==> src/rtl/clamp_lin_regs.svh <==
// Register offsets, field positions, reset values and counts for the
// output clamp and linearizer polarity block.
// Assumes inclusion by bare name from the package and the main module.
`ifndef CLAMP_LIN_REGS_SVH
`define CLAMP_LIN_REGS_SVH

// ----------------------------------------------------------------------------
// Word offsets on the register port
// ----------------------------------------------------------------------------
`define ADDR_POLARITY_WORD 8'h1b
`define ADDR_LIMIT_WORD    8'h1c
`define ADDR_MODE_WORD     8'h1e

// ----------------------------------------------------------------------------
// Field positions
// ----------------------------------------------------------------------------
`define TABLE_DONE_BIT 23
`define POST_INV_BIT   22
`define PRE_INV_BIT    21
`define TAG_MSB        20
`define TAG_LSB        12
`define UPPER_MSB      23
`define UPPER_LSB      18
`define LOWER_MSB      17
`define LOWER_LSB      12
`define RATIO_DIS_BIT  0

// ----------------------------------------------------------------------------
// Reset values (unprogrammed fields)
// ----------------------------------------------------------------------------
`define TAG_RESET       9'h000
`define UPPER_RESET     6'h00
`define LOWER_RESET     6'h00
`define INV_RESET       1'b0
`define DONE_RESET      1'b0
`define RATIO_DIS_RESET 1'b0

// ----------------------------------------------------------------------------
// Output scale and timing counts
// ----------------------------------------------------------------------------
`define FULL_SCALE_CODE 12'hfff
`define ZERO_SCALE_CODE 12'h000
`define BYPASS_LATENCY  2

`endif

==> src/rtl/clamp_lin_pkg.sv <==
// Types and shared decode functions of the clamp and polarity path.
// Assumes the register header sits beside it in rtl/.
`include "clamp_lin_regs.svh"
`default_nettype none

package clamp_lin_pkg;

    // ------------------------------------------------------------------------
    // Types
    // ------------------------------------------------------------------------
    typedef logic signed [11:0] sample_t;
    typedef logic [11:0]        out_code_t;
    typedef logic [5:0]         limit_code_t;
    typedef logic [23:0]        reg_word_t;
    typedef logic [7:0]         reg_addr_t;

    // Negation saturates, since -2048 has no positive twin
    function automatic sample_t negate_sat(input sample_t v);
        negate_sat = (v == 12'sh800) ? 12'sh7ff : -v;
    endfunction

    // Signed sample to offset-binary output code
    function automatic out_code_t to_code(input sample_t v);
        to_code = {~v[11], v[10:0]};
    endfunction

    // One limit step is 32 output codes, half the scale over 64 steps
    function automatic out_code_t upper_limit(input limit_code_t c);
        upper_limit = `FULL_SCALE_CODE - {1'b0, c, 5'h00};
    endfunction

    function automatic out_code_t lower_limit(input limit_code_t c);
        lower_limit = `ZERO_SCALE_CODE + {1'b0, c, 5'h00};
    endfunction

endpackage

`default_nettype wire

==> src/rtl/output_clamp_lin_polarity.sv <==
// Output clamp and linearizer polarity control of the sensor signal path.
// Assumes a pipelined linearizer outside that answers each fed sample once,
// and a register port whose strobes are one cycle long.
//
// Behaviour
// - Output never above the upper clamp level.
// - Upper code zero highest; all ones mid-scale.
// - Upper level: full minus half-scale times code/64.
// - Output never below the lower clamp level.
// - Lower code zero lowest; all ones mid-scale.
// - Lower level: zero plus half-scale times code/64.
// - Input inversion before linearizer, only when table complete.
// - Output inversion after linearizer, only when table complete.
// - Linearizer bypassed unless table complete flag set.
`include "clamp_lin_regs.svh"
`default_nettype none

module output_clamp_lin_polarity
    import clamp_lin_pkg::*;
(
    input  wire logic      sys_clk_i,
    input  wire logic      reset_n_i,
    input  wire reg_addr_t reg_addr_i,
    input  wire reg_word_t reg_wdata_i,
    input  wire logic      reg_wr_i,
    input  wire logic      reg_rd_i,
    output reg_word_t      reg_rdata_o,
    input  wire sample_t   sample_i,
    input  wire logic      sample_valid_i,
    output sample_t        lin_feed_o,
    output logic           lin_feed_valid_o,
    input  wire sample_t   lin_result_i,
    input  wire logic      lin_result_valid_i,
    output out_code_t      out_code_o,
    output logic           out_valid_o
);

    // ------------------------------------------------------------------------
    // Declarations
    // ------------------------------------------------------------------------
    logic        table_done_reg;
    logic        pre_invert_reg;
    logic        post_invert_reg;
    logic [8:0]  customer_tag_reg;
    limit_code_t upper_code_reg;
    limit_code_t lower_code_reg;
    logic        ratiometric_disable_reg;
    reg_word_t   rdata_reg;
    reg_word_t   rdata_next;
    sample_t     stage1_reg;
    logic        stage1_valid_reg;
    sample_t     pre_value;
    sample_t     lin_select;
    logic        lin_select_valid;
    sample_t     post_value;
    out_code_t   clamp_code;
    out_code_t   out_code_reg;
    logic        out_valid_reg;

    // ------------------------------------------------------------------------
    // Register writes
    // ------------------------------------------------------------------------
    // Polarity word: table flag, inversions and the stored tag
    always_ff @(posedge sys_clk_i or negedge reset_n_i) begin
        if (!reset_n_i) begin
            table_done_reg   <= `DONE_RESET;
            post_invert_reg  <= `INV_RESET;
            pre_invert_reg   <= `INV_RESET;
            customer_tag_reg <= `TAG_RESET;
        end else if (reg_wr_i && reg_addr_i == `ADDR_POLARITY_WORD) begin
            table_done_reg   <= reg_wdata_i[`TABLE_DONE_BIT];
            post_invert_reg  <= reg_wdata_i[`POST_INV_BIT];
            pre_invert_reg   <= reg_wdata_i[`PRE_INV_BIT];
            customer_tag_reg <= reg_wdata_i[`TAG_MSB:`TAG_LSB];
        end
    end

    // Limit word: zero codes give the widest window when unprogrammed
    always_ff @(posedge sys_clk_i or negedge reset_n_i) begin
        if (!reset_n_i) begin
            upper_code_reg <= `UPPER_RESET;
            lower_code_reg <= `LOWER_RESET;
        end else if (reg_wr_i && reg_addr_i == `ADDR_LIMIT_WORD) begin
            upper_code_reg <= reg_wdata_i[`UPPER_MSB:`UPPER_LSB];
            lower_code_reg <= reg_wdata_i[`LOWER_MSB:`LOWER_LSB];
        end
    end

    // Ratiometry mode; codes are supply-relative, so the mapping is the same
    always_ff @(posedge sys_clk_i or negedge reset_n_i) begin
        if (!reset_n_i) begin
            ratiometric_disable_reg <= `RATIO_DIS_RESET;
        end else if (reg_wr_i && reg_addr_i == `ADDR_MODE_WORD) begin
            ratiometric_disable_reg <= reg_wdata_i[`RATIO_DIS_BIT];
        end
    end

    // ------------------------------------------------------------------------
    // Register reads
    // ------------------------------------------------------------------------
    // Unmapped offsets and unused bits read as zero
    always_comb begin
        rdata_next = '0;
        unique case (reg_addr_i)
            `ADDR_POLARITY_WORD: begin
                rdata_next[`TABLE_DONE_BIT]    = table_done_reg;
                rdata_next[`POST_INV_BIT]      = post_invert_reg;
                rdata_next[`PRE_INV_BIT]       = pre_invert_reg;
                rdata_next[`TAG_MSB:`TAG_LSB]  = customer_tag_reg;
            end
            `ADDR_LIMIT_WORD: begin
                rdata_next[`UPPER_MSB:`UPPER_LSB] = upper_code_reg;
                rdata_next[`LOWER_MSB:`LOWER_LSB] = lower_code_reg;
            end
            `ADDR_MODE_WORD: begin
                rdata_next[`RATIO_DIS_BIT] = ratiometric_disable_reg;
            end
            default: begin
                rdata_next = '0;
            end
        endcase
    end

    // Data stand only in the cycle after the read strobe
    always_ff @(posedge sys_clk_i or negedge reset_n_i) begin
        if (!reset_n_i) begin
            rdata_reg <= '0;
        end else if (reg_rd_i) begin
            rdata_reg <= rdata_next;
        end else begin
            rdata_reg <= '0;
        end
    end

    assign reg_rdata_o = rdata_reg;

    // ------------------------------------------------------------------------
    // Stage 1: input polarity ahead of the linearizer
    // ------------------------------------------------------------------------
    polarity_stage u_pre_polarity (
        .value_i  (sample_i),
        .invert_i (pre_invert_reg),
        .enable_i (table_done_reg),
        .value_o  (pre_value)
    );

    always_ff @(posedge sys_clk_i or negedge reset_n_i) begin
        if (!reset_n_i) begin
            stage1_reg       <= '0;
            stage1_valid_reg <= 1'b0;
        end else begin
            stage1_reg       <= pre_value;
            stage1_valid_reg <= sample_valid_i;
        end
    end

    // Linearizer is only fed while its table is marked complete
    assign lin_feed_o       = stage1_reg;
    assign lin_feed_valid_o = stage1_valid_reg && table_done_reg;

    // ------------------------------------------------------------------------
    // Stage 2: path select, output polarity, clamp
    // ------------------------------------------------------------------------
    // Stray linearizer answers are dropped while bypassed
    always_comb begin
        if (table_done_reg) begin
            lin_select       = lin_result_i;
            lin_select_valid = lin_result_valid_i;
        end else begin
            lin_select       = stage1_reg;
            lin_select_valid = stage1_valid_reg;
        end
    end

    polarity_stage u_post_polarity (
        .value_i  (lin_select),
        .invert_i (post_invert_reg),
        .enable_i (table_done_reg),
        .value_o  (post_value)
    );

    // Clamping last so inversion cannot push past a limit
    limit_saturate u_limit (
        .value_i      (post_value),
        .upper_code_i (upper_code_reg),
        .lower_code_i (lower_code_reg),
        .code_o       (clamp_code)
    );

    // Output code holds between samples
    always_ff @(posedge sys_clk_i or negedge reset_n_i) begin
        if (!reset_n_i) begin
            out_code_reg  <= `ZERO_SCALE_CODE;
            out_valid_reg <= 1'b0;
        end else begin
            out_valid_reg <= lin_select_valid;
            if (lin_select_valid) begin
                out_code_reg <= clamp_code;
            end
        end
    end

    assign out_code_o  = out_code_reg;
    assign out_valid_o = out_valid_reg;

    // Limits seen by the sample in flight
    out_code_t hi_seen;
    out_code_t lo_seen;
    assign hi_seen = upper_limit(upper_code_reg);
    assign lo_seen = lower_limit(lower_code_reg);
endmodule

`default_nettype wire

==> src/rtl/polarity_stage.sv <==
// Optional polarity flip of a signed sample.
// Assumes the caller registers the result; this stage is combinational.
`default_nettype none

module polarity_stage
    import clamp_lin_pkg::*;
(
    input  wire sample_t value_i,
    input  wire logic    invert_i,
    input  wire logic    enable_i,
    output sample_t      value_o
);

    // ------------------------------------------------------------------------
    // Flip only while the table path is enabled
    // ------------------------------------------------------------------------
    always_comb begin
        value_o = (enable_i && invert_i) ? negate_sat(value_i) : value_i;
    end

endmodule

`default_nettype wire

==> src/rtl/limit_saturate.sv <==
// Converts a signed sample to an output code and saturates it to the limits.
// Assumes lower limit never crosses upper; the code ranges keep them apart.
`default_nettype none

module limit_saturate
    import clamp_lin_pkg::*;
(
    input  wire sample_t     value_i,
    input  wire limit_code_t upper_code_i,
    input  wire limit_code_t lower_code_i,
    output out_code_t        code_o
);

    out_code_t raw_code;
    out_code_t hi_lim;
    out_code_t lo_lim;

    // ------------------------------------------------------------------------
    // Saturate between the programmed limits
    // ------------------------------------------------------------------------
    always_comb begin
        raw_code = to_code(value_i);
        hi_lim   = upper_limit(upper_code_i);
        lo_lim   = lower_limit(lower_code_i);
        if (raw_code > hi_lim) begin
            code_o = hi_lim;
        end else if (raw_code < lo_lim) begin
            code_o = lo_lim;
        end else begin
            code_o = raw_code;
        end
    end

endmodule

`default_nettype wire

==> config.mk <==
export PLATFORM = sky130hd
export DESIGN_NAME = output_clamp_lin_polarity
export DESIGN_NICKNAME = d
export VERILOG_FILES = /design/src/rtl/clamp_lin_pkg.sv /design/src/rtl/output_clamp_lin_polarity.sv /design/src/rtl/polarity_stage.sv /design/src/rtl/limit_saturate.sv
export VERILOG_INCLUDE_DIRS = /design/src /design/src/rtl
export SDC_FILE = /design/constraint.sdc
export NUM_CORES = 1
export LEC_CHECK = 0
export BUFFER_PORTS_ARGS = -buffer_cell sky130_fd_sc_hd__buf_2
export CORE_MARGIN = 5
export CORE_UTILIZATION = 47
export DETAILED_ROUTE_END_ITERATION = 10
export GPL_TIMING_DRIVEN = 0
export HOLD_SLACK_MARGIN = 0.05
export PLACE_DENSITY = 0.77
export SYNTH_ARGS = -nofsm -noshare
export SYNTH_HDL_FRONTEND = slang
export SYNTH_SLANG_ARGS = --single-unit
==> constraint.sdc <==
create_clock -name sys_clk_i -period 3.99 [get_ports sys_clk_i]
set_input_delay 0.5985 -clock sys_clk_i [delete_from_list [all_inputs] [get_ports sys_clk_i]]
set_output_delay 0.5985 -clock sys_clk_i [all_outputs]
set_load 0.02 [all_outputs]
==> results of run 1 <==
==> power groups by stage <==
stage | clock network, mW | logic, mW | registers, mW
after floorplan | 0 | 0.126 | 0.738
after global placement | 0 | 0.237 | 0.720
after detailed placement | 0 | 0.244 | 0.721
after CTS | 0.518 | 0.247 | 0.709
after global routing | 0.544 | 0.279 | 0.713
final | 0.504 | 0.253 | 0.709
==> cell usage in the layout (no fill, tap or decap), types with 3 or more instances in the layout <==
master       n
a21oi_1     12
mux2i_1     12
clkbuf_1     7
buf_2       88
o211ai_1    10
a22oi_1     12
nor4b_2      3
o21a_1       6
ha_1        12
o22a_1       7
nor2_1      17
dfrtp_1     63
o21ai_0     14
buf_4       18
xor2_1       6
nor2b_1     16
mux2_2      28
and2_1       5
a21o_1       3
xnor2_1      6
o31ai_1      4
inv_1       10
clkbuf_8    10
and3_1       3
or3_1        6
clkinvlp_4   4
o211a_1      3
nor3b_1      3
o21bai_1     3
conb_1      11
nand2_1     27
==> timing repair <==
action	in CTS	in global routing
buffers inserted	0	5
pin swaps	0	3
setup endpoints to repair	11	11
resized for setup	9	9
==> cells by family after synthesis <==
kind of cell	after synthesis
and+or+nand+nor	103
AOI/OAI and AO/OA	86
DFF	64
muxes	41
buffers and inverters	37
adders and majority gates	13
xor gates and xnor gates	12
other	1
==> cell type report <==
| class | count | share of cell area, % |
|---|---|---|
| tap | 102 | 2.75 |
| multi-input combinational | 266 | 43.5 |
| timing repair buffer | 94 | 10.4 |
| clock inverter | 6 | 0.943 |
| inverter | 11 | 0.889 |
| buffer | 25 | 3.99 |
| clock buffer | 10 | 2.96 |
| sequential | 64 | 34.5 |
==> stage by stage <==
stage | total power [mW] | utilization [%] | TNS [ns]
after floorplan | 0.864 | - | 0
after global placement | 0.957 | 56.2 | -4.72
after detailed placement | 0.965 | 56.2 | -6.02
after CTS | 1.47 | 58.9 | 0
after global routing | 1.54 | 59.8 | -0.460
final | 1.47 | 59.8 | 0
==> per-layer routing <==
metal | wire, microns | track usage, % | share of wire (%)
met3 | 630 | 4.56 | 7.1
met1 | 3690 | 22.2 | 41
met4 | 238 | 9.98 | 2.7
met2 | 4380 | 31.6 | 49
met5 | 0 | 0 | 0
==> worst max-delay path, stage by stage (launching register included) <==
cell and delay [ns]:
dfrtp_2 0.43, buf_12 0.14, buf_8 0.14, mux2i_1 0.21, ha_2 0.24, nor4b_2 0.28
a22oi_2 0.14, buf_4 0.18, o21a_1 0.18, o211a_1 0.26, ha_1 0.31, nand4_1 0.09
nor2_1 0.16, nand3b_1 0.11, nor4_2 0.29, a2111o_1 0.20, buf_6 0.14, o21ai_0 0.08
o22a_1 0.16
==> worst min-delay path by stage <==
stage | start | endpoint
after detailed placement | ratiometric_disable_reg$_DFFE_PN0P_ | ratiometric_disable_reg$_DFFE_PN0P_
final | reset_n_i | out_code_o[4]$_DFFE_PN0P_
after global routing | sample_valid_i | stage1_valid_reg$_DFF_PN0_
after floorplan | reset_n_i | customer_tag_reg[0]$_DFFE_PN0P_
after CTS | sample_valid_i | stage1_valid_reg$_DFF_PN0_
after global placement | ratiometric_disable_reg$_DFFE_PN0P_ | ratiometric_disable_reg$_DFFE_PN0P_
==> metrics.md, run 1 <==
| Metric | Value |
|---|---|
| Vias in the first global route | `~3200` |
| Switching share of power | `29.5%` |
| Total Routing Usage GR | `18.8%` |
| Area leader, netlist | `dfrtp_1` |
| Top cells by count, synth | `64 x dfrtp_1, 28 x mux2_2, 27 x nand2_1` |
| Largest family of logic cells by synthesized area | `compound AO/OA/AOI/OAI gates` |
| CP endpoint kind | `flip-flop` |
| Most frequent cell after synthesis | `dfrtp_1` |
| Crit Reg-Reg Endpoint | `out_code_o[8]$_DFFE_PN0P_` |
| Post-route antenna net violation count | `0` |
| Initial Util | `48.3%` |
| Outcome | `completed` |
| Hold-fix buffers, CTS | `0` |
| Min Tclk post-route | `3.86 ns` |
| Die area | `9870 sq um` |
| PwrDens | `315 nW/um^2` |
| Clock Tree Root | `clkbuf_8` |
| H-tree depth | `3` |
| First-pass GRT wire length | `14800 microns` |
| Routed WL | `8940 microns` |
| DR vias/cell | `5.39` |
| Row count | `32` |
| Yosys warning count | `0` |
| Reg2reg start | `table_done_reg$_DFFE_PN0P_` |
| Setup-violating endpoint count in the final report | `0` |
| Comb pwr share | `17.3%` |
| Crit Path Max Fanout | `10` |
| Int Pwr | `1.03 mW` |
| Final Slew Violations | `0` |
| Area growth from synthesis to final layout | `23.8%` |
| Fin cells | `578` |
| DRC | `0` |
| Share of cells above drive strength 1 | `36.6%` |
| FF/Latch Area | `1600 sq um` |
| Synth Area in Compound Gates | `16.9%` |
| Switching power | `~0.43 mW` |
| Post-synthesis sequential area ratio | `42.7%` |
| Syn avg cell area | `10.5 sq um` |
| CTS tree | `yes` |
| Worst Path Required | `4.23 ns` |
| Starting DRT DRC Count | `106` |
| Sequential share of power | `48.4%` |
| Worst Tran Pin Value | `0.775 ns` |
| Flop and latch count out of synthesis | `64` |
| Fin nets | `546` |
| Via count | `between 3000 and 4000` |
| Die H | `a little under 100 microns` |
| Final instance area | `4650 sq um` |
| Flop-to-flop setup slack | `about 0.13 ns` |
| Port bufs | `89` |
| Post-synth EDFFs | `0` |
| Setup crit end | `out_code_o[8]$_DFFE_PN0P_` |
| Initial antenna violation count | `0` |
| Adder-cell area share of the yosys netlist | `4.33%` |
| Fill cell count | `between 600 and 700` |
| Gr ovfl total | `0` |
| CTS Buffer Depth | `2` |
| Simple-Gate Fraction of Synth Area | `15.8%` |
| Die X | `approximately 100 microns` |
| Largest register FFs | `13` |
| Reg clk slew, reported paths | `0.07 ns` |
| Clk Latency, worst-skew pair | `roughly 0.35 ns` |
| Maximum vdd ir drop | `about 0.13 mV` |
| Num CTS Buffers | `9` |
| Post-synth ARST share | `100%` |
| Main synth FF type | `dfrtp_1` |
| Placer congestion estimate | `0.878` |
| Mux contribution to synthesized area | `11.9%` |
| Share of the synthesized area in the top cell type | `42.7%` |
| N_diodes | `0` |
| Clock power share | `34.4%` |
| Fin worst setup slack | `approximately 0.13 ns` |
| Arr. time, crit path | `4.10 ns` |
| Critical path class | `flip-flop to flip-flop` |
| Hold Vio Cnt, Final | `0` |
| Mapped Area | `3750 sq um` |
| Dpl ws | `-0.620 ns` |
| Avg WL per Cell | `15.5 microns` |
| Leak Pwr | `approximately 2.2 nW` |
| Hold Worst Slack | `0.322 ns` |
| Worst min-delay path category | `input port to asynchronous set/reset pin` |
| Largest net degree at the start of global routing | `65` |
| Period utilization | `96.8%` |
| Clock tree skew after final layout | `0.00736 ns` |
| Placed Cells | `558` |
| DP HPWL | `6970 microns` |
| Worst Setup SP | `table_done_reg$_DFFE_PN0P_` |
| Core Region | `7770 sq um` |
| Fmax | `0.259 GHz` |
| Synth unique cells | `58` |
| Synth area leaders | `dfrtp_1 43%, mux2_2 8.4%, ha_1 4.3%` |
| Startpoint types | `flip-flop` |
| Worst relative slew slack | `between 40% and 50%` |
| FF-to-FF path depth | `18` |
| CTS sink cnt | `64` |
| Syn Inst Count | `357` |
| Multi-input combinational cell area | `approximately 2000 sq um` |
| Synth Area in XOR/XNOR | `2.80%` |
| Max-cap violations | `0` |
| Pre-antenna DRT Iters | `4` |
| I/O pin count | `112` |
| Post-DP Area | `4360 sq um` |
Note: power is estimated with default switching activity, not from simulation.
==> inputs of run 2 (changes only) <==
Settings changed: CTS_BUF_LIST from default to sky130_fd_sc_hd__clkbuf_4 sky130_fd_sc_hd__clkbuf_8 sky130_fd_sc_hd__clkbuf_16, SKIP_LAST_GASP from default to 1.
==> run 2 against run 1 <==
Compared with the run above: sequential share of layout area is essentially flat; die area is the same; total power grew 0.10%; final area is essentially flat; cell count is the same; clock skew is essentially flat; flip-flop and latch count is the same; non-clock buffer count is the same; clock-buffer cell count is the same; register-to-register slack is essentially flat; maximum frequency grew 0.13%; critical endpoint unchanged.
==> metrics.md, run 2 (same netlist as run 1, synthesis figures left out) <==
| Metric | Value |
|---|---|
| Die X | `99.4 microns` |
| Worst relative slew slack | `48.3%` |
| Switching share of power | `29.6%` |
| Sequential share of power | `48.3%` |
| Arr. time, crit path | `4.10 ns` |
| Fmax | `about 0.26 GHz` |
| Flop-to-flop setup slack | `0.13 ns` |
| Die area | `9870 sq um` |
| Final Slew Violations | `0` |
| Critical path class | `flip-flop to flip-flop` |
| FF/Latch Area | `1600 sq um` |
| Hold Worst Slack | `0.314 ns` |
| Clk Latency, worst-skew pair | `~0.35 ns` |
| Reg2reg start | `table_done_reg$_DFFE_PN0P_` |
| Gr ovfl total | `0` |
| Post-route antenna net violation count | `0` |
| Placer congestion estimate | `0.878` |
| Period utilization | `96.7%` |
| Total Routing Usage GR | `18.8%` |
| Clock power share | `about 34%` |
| Most frequent cells in the layout | `89 x buf_2, 63 x dfrtp_1, 28 x mux2_2` |
| Outcome | `completed` |
| CTS Buffer Depth | `2` |
| DP HPWL | `6970 microns` |
| Int Pwr | `1.03 mW` |
| Area growth from synthesis to final layout | `23.7%` |
| Fin nets | `546` |
| Clock Tree Root | `clkbuf_8` |
| PwrDens | `316 nW/um^2` |
| Routed WL | `8960 microns` |
| Multi-input combinational cell area | `~2000 sq um` |
| I/O pin count | `112` |
| Pre-antenna DRT Iters | `4` |
| Largest net degree at the start of global routing | `between 60 and 70` |
| H-tree depth | `3` |
| Worst path max stage delay | `0.43 ns` |
| Max-cap violations | `0` |
| Initial antenna violation count | `0` |
| DRC | `0` |
| Share of cells above drive strength 1 | `36.6%` |
| Num CTS Buffers | `9` |
| Worst Setup SP | `table_done_reg$_DFFE_PN0P_` |
| Crit Path Max Fanout | `10` |
| Worst Tran Pin Value | `0.775 ns` |
| Min Tclk post-route | `3.86 ns` |
| Via count | `3133` |
| Row count | `32` |
| Post-layout util | `59.8%` |
| Crit Reg-Reg Endpoint | `out_code_o[8]$_DFFE_PN0P_` |
| Comb pwr share | `~17%` |
| Core Region | `7770 sq um` |
| Sequence of cells on the critical path | `buf_12, buf_8, mux2i_1, ha_2, nor4b_2, a22oi_2, buf_4, o21a_1, o211a_1, ha_1, nand4_1, nor2_1, nand3b_1, nor4_2, a2111o_1, buf_6, o21ai_0, o22a_1` |
| Hold Vio Cnt, Final | `0` |
| Die H | `roughly 100 microns` |
| Maximum vdd ir drop | `0.131 mV` |
| Avg WL per Cell | `15.5 microns` |
| Fill cell count | `697` |
| CTS tree | `yes` |
| Switching power | `~0.43 mW` |
| Port bufs | `89` |
| N_diodes | `0` |
| Clock tree skew after final layout | `0.00704 ns` |
| CP endpoint kind | `flip-flop` |
| Worst Path Required | `4.23 ns` |
| Worst min-delay path category | `input port to asynchronous set/reset pin` |
| FF-to-FF path depth | `18` |
| Setup-violating endpoint count in the final report | `0` |
| CTS sink cnt | `64` |
| First-pass GRT wire length | `14800 microns` |
| DR vias/cell | `5.42` |
| Placed Cells | `558` |
| Reg clk slew, reported paths | `about 0.07 ns` |
| Vias in the first global route | `between 3000 and 4000` |
| Largest register FFs | `13` |
| Starting DRT DRC Count | `110` |
| Leak Pwr | `2.17 nW` |
| Startpoint types | `flip-flop` |
| Fin cells | `578` |
| Unrepaired setup endpoints after global routing | `yes` |
| Slowest cell on crit path | `dfrtp_2` |
| Most common cell after layout, fill and taps aside | `buf_2` |
| Initial Util | `48.3%` |
==> run 2: changes by cell type in the layout (fill, tap and decap cells not counted) <==
cell	change
buf_2	+1
clkbuf_4	-1
==> run 2: area by class of cell <==
cell class / instances / area share, %
plain buffers: 25 / 3.93
multi-input cells: 266 / 43.5
clock buffers: 10 / 2.96
well taps: 102 / 2.75
clock inverters: 6 / 0.943
flip-flops and latches: 64 / 34.5
inverters: 11 / 0.889
repair buffers: 94 / 10.5
==> run 2: how the worst max path moves through the flow <==
stage,depth (start not counted),endpoint,slack (ns)
3_3_place_gp,20,out_code_o[6]$_DFFE_PN0P_,-0.50
4_1_cts,19,out_code_o[6]$_DFFE_PN0P_,0.003
3_5_place_dp,20,out_code_o[6]$_DFFE_PN0P_,-0.62
2_1_floorplan,20,out_code_o[6]$_DFFE_PN0P_,0.11
5_1_grt,19,out_code_o[8]$_DFFE_PN0P_,-0.11
6_report,18,out_code_o[8]$_DFFE_PN0P_,0.13
==> run 2: metrics by stage <==
step                instance area (sq um)  TNS [ns]  setup WS (ns)  power, mW
floorplan                            3790         0          0.107      0.864
global placement                     4360     -4.72         -0.505      0.957
detailed placement                   4360     -6.02         -0.620      0.965
CTS                                  4580         0        0.00303       1.47
global route                         4640    -0.525         -0.107       1.54
finish                               4640         0          0.133       1.47
==> run 2: metal layers <==
| metal | share of wire (%) | vias up | wire, microns | track usage, % |
|---|---|---|---|---|
| met1 | 42 | 1490 | 3730 | 22.2 |
| met3 | 6.7 | 18 | 599 | 4.56 |
| met4 | 2.8 | 0 | 251 | 9.98 |
| met5 | 0 | - | 0 | 0 |
| met2 | 49 | 101 | 4380 | 31.6 |
| li1 | - | 1524 | - | - |
==> run 2: what timing repair did <==
item                                    4_1_cts  5_1_grt
endpoints found under the hold margin         0        0
setup buffers                                 0        5
endpoints found under the setup margin       11       11
pin swaps                                     0        2
gates resized for setup                       9        8
hold buffers                                  0        0
==> run 2: critical path, delay by kind of cell, from the launching register on <==
family / cells / cell delay [ns]
and+or+nand+nor: 5 / 0.93
DFF: 1 / 0.43
adders and majority gates: 2 / 0.54
muxes: 1 / 0.21
AOI/OAI and AO/OA: 6 / 1.02
buffers and inverters: 4 / 0.61
==> run 2: power by group through the flow <==
stage / Sequential, mW / Clock, mW / Combinational, mW
floorplan: 0.738 / 0 / 0.126
global placement: 0.720 / 0 / 0.237
detailed placement: 0.721 / 0 / 0.244
CTS: 0.709 / 0.518 / 0.247
global route: 0.713 / 0.544 / 0.279
finish: 0.709 / 0.505 / 0.253
==> inputs of run 3 (changes only) <==
Settings changed: CAP_MARGIN from default to 5.
Clock period 3.99 ns to 3.3 ns, I/O delays scaled along.
==> run 3 against run 2 <==
Compared with the run above: critical path type unchanged; sequential share of layout area is 2.1 points lower; non-clock buffer count is 20 higher; the flow now finishes with violations (negative setup slack); final area is 6.6% higher; largest power group unchanged; maximum frequency is 1.1% lower; clock skew hardly changed; worst setup slack worse by 0.73 ns; clock power is 37% higher; critical endpoint is now out_code_o[6]$_DFFE_PN0P_; via count is 2.9% higher; first-iteration DRC count is 65% higher.
==> metrics.md, run 3 (same netlist as run 1, synthesis figures left out) <==
| Metric | Value |
|---|---|
| Multi-input combinational cell area | `2130 sq um` |
| Reg clk slew, reported paths | `0.07 ns` |
| Reg2reg start | `table_done_reg$_DFFE_PN0P_` |
| First-pass GRT wire length | `15800 microns` |
| Hold Vio Cnt, Final | `0` |
| CTS tree | `yes` |
| Worst Tran Pin Value | `a little under 0.7 ns` |
| Initial Util | `48.3%` |
| Hold-fix buffers, CTS | `0` |
| Pre-antenna DRT Iters | `4` |
| Core Region | `7770 sq um` |
| Maximum vdd ir drop | `between 0.2 and 0.25 mV` |
| CTS sink cnt | `64` |
| Vias in the first global route | `3307` |
| Placed Cells | `~560` |
| Setup-violating endpoint count in the final report | `11` |
| Row count | `32` |
| Overall Power | `1.88 mW` |
| Crit Path Max Fanout | `8` |
| Post-route antenna net violation count | `0` |
| DRC | `0` |
| Clock tree skew after final layout | `approximately 0.0075 ns` |
| DP HPWL | `7170 microns` |
| H-tree depth | `3` |
| Unrepaired setup endpoints after global routing | `yes` |
| Fin nets | `566` |
| PwrDens | `380 nW/um^2` |
| Die X | `about 100 microns` |
| I/O pin count | `112` |
| Share of cells above drive strength 1 | `42.5%` |
| Port bufs | `89` |
| CP dominant cell by count | `buf_8` |
| CP endpoint kind | `flip-flop` |
| Num CTS Buffers | `9` |
| Clock Tree Root | `clkbuf_8` |
| Critical path class | `flip-flop to flip-flop` |
| Placer congestion estimate | `0.896` |
| Gr ovfl total | `0` |
| Worst path max stage delay | `0.43 ns` |
| Clk Latency, worst-skew pair | `~0.35 ns` |
| Most common cell after layout, fill and taps aside | `buf_2` |
| Routed WL | `9680 microns` |
| Initial antenna violation count | `0` |
| FF/Latch Area | `1600 sq um` |
| Failing checks | `negative setup slack` |
| Period utilization | `118%` |
| Max-cap violations | `0` |
| Die H | `99.4 microns` |
| Worst min-delay path category | `input port to asynchronous set/reset pin` |
| Avg WL per Cell | `16.2 microns` |
| DR vias/cell | `5.39` |
| Slowest cell on crit path | `dfrtp_2` |
| Starting DRT DRC Count | `approximately 180` |
| Worst Path Required | `3.54 ns` |
| Final instance area | `4950 sq um` |
| Area growth from synthesis to final layout | `31.9%` |
| Worst relative slew slack | `54.1%` |
| Post-DP Area | `4460 sq um` |
| Largest net degree at the start of global routing | `44` |
| Fmax | `0.256 GHz` |
| Via count | `3223` |
| CTS Buffer Depth | `2` |
| N_diodes | `0` |
| Startpoint types | `flip-flop` |
| Sequence of cells on the critical path | `buf_8, buf_8, buf_8, mux2i_1, ha_2, nor3b_4, a22oi_2, nor2_2, nand2_2, clkbuf_8, nand2_1, ha_1, nand4_1, nor2_2, nand3b_1, nor4_2, a2111o_1, buf_6, o21ai_0, o22a_1` |
| Post-layout util | `63.7%` |
| Most frequent cells in the layout | `89 x buf_2, 63 x dfrtp_1, 34 x buf_4` |
| Fin Setup TNS | `-5.97 ns` |
| Outcome | `finished, violations left` |
| Min Tclk post-route | `a little under 4 ns` |
| Arr. time, crit path | `roughly 4.1 ns` |
| Leak Pwr | `about 2.3 nW` |
| Die area | `9870 sq um` |
| Largest register FFs | `13` |
| Worst Setup SP | `table_done_reg$_DFFE_PN0P_` |
| Fin cells | `598` |
| Fill cell count | `approximately 630` |
| Fin worst setup slack | `-0.600 ns` |
| Total Routing Usage GR | `19.8%` |
| Final Slew Violations | `0` |
## run 3: changes by cell type in the layout (fill, tap and decap cells not counted), moves of 2 or more
cell,delta
a21oi_1,-2
a21oi_2,+2
buf_4,+16
buf_8,+2
clkinvlp_4,-2
ha_1,-5
ha_4,+4
nand2_1,-5
nand2_2,+4
o21ai_0,-3
o21ai_1,+2
## run 3: path summary, 6_finish.rpt
path                                                    to  slack (ns)  depth (start not counted)
setup reg to reg                 out_code_o[6]$_DFFE_PN0P_       -0.60                         20
hold / removal                   out_code_o[4]$_DFFE_PN0P_        0.11                          1
hold reg to reg            customer_tag_reg[5]$_DFFE_PN0P_        0.51                          1
setup / recovery                 out_code_o[6]$_DFFE_PN0P_       -0.60                         20
max in group asynchronous       table_done_reg$_DFFE_PN0P_        2.57                          2
min in group sys_clk_i          stage1_valid_reg$_DFF_PN0_        0.25                          1
## run 3: stage by stage
step                worst slack (ns)  hold slack [ns]
floorplan                     -0.198            0.199
global placement              -0.618            0.481
detailed placement            -0.703            0.495
CTS                           -0.413            0.118
global route                  -0.758            0.155
finish                        -0.600            0.115
## run 3: area by class of cell
class	instances	share of cell area, %
tap	102	2.58
sequential	64	32.4
timing repair buffer	113	13.0
inverter	11	0.834
buffer	26	4.07
multi-input combinational	266	43.0
clock inverter	6	1.37
clock buffer	10	2.78
## run 3: layer usage
layer  vias up  share of wire (%)  track usage [%]
li1       1558                  -                -
met1      1535                 41             23.7
met2       115                 50             34.2
met3        15                7.4             5.96
met4         0                1.9             6.09
met5         -                  0                0
## run 3: repair_timing
| action | CTS | global route |
|---|---|---|
| endpoints found under the setup margin | 11 | 11 |
| pin swaps | 13 | 16 |
| resized for setup | 19 | 4 |
| gates cloned | 1 | 0 |
| buffers inserted | 22 | 0 |
## run 3: worst max-delay path, delay by kind of cell (launching register included)
kind            cells  cell delay (ns)
simple gates        8             1.17
compound gates      4             0.90
buf+inv             5             0.68
flops               1             0.43
fa+ha+maj           2             0.50
mux                 1             0.11
## run 3: power breakdown
part           internal (mW)  switching (mW)
Combinational          0.146           0.185
Clock                  0.371           0.319
Sequential             0.823          0.0340
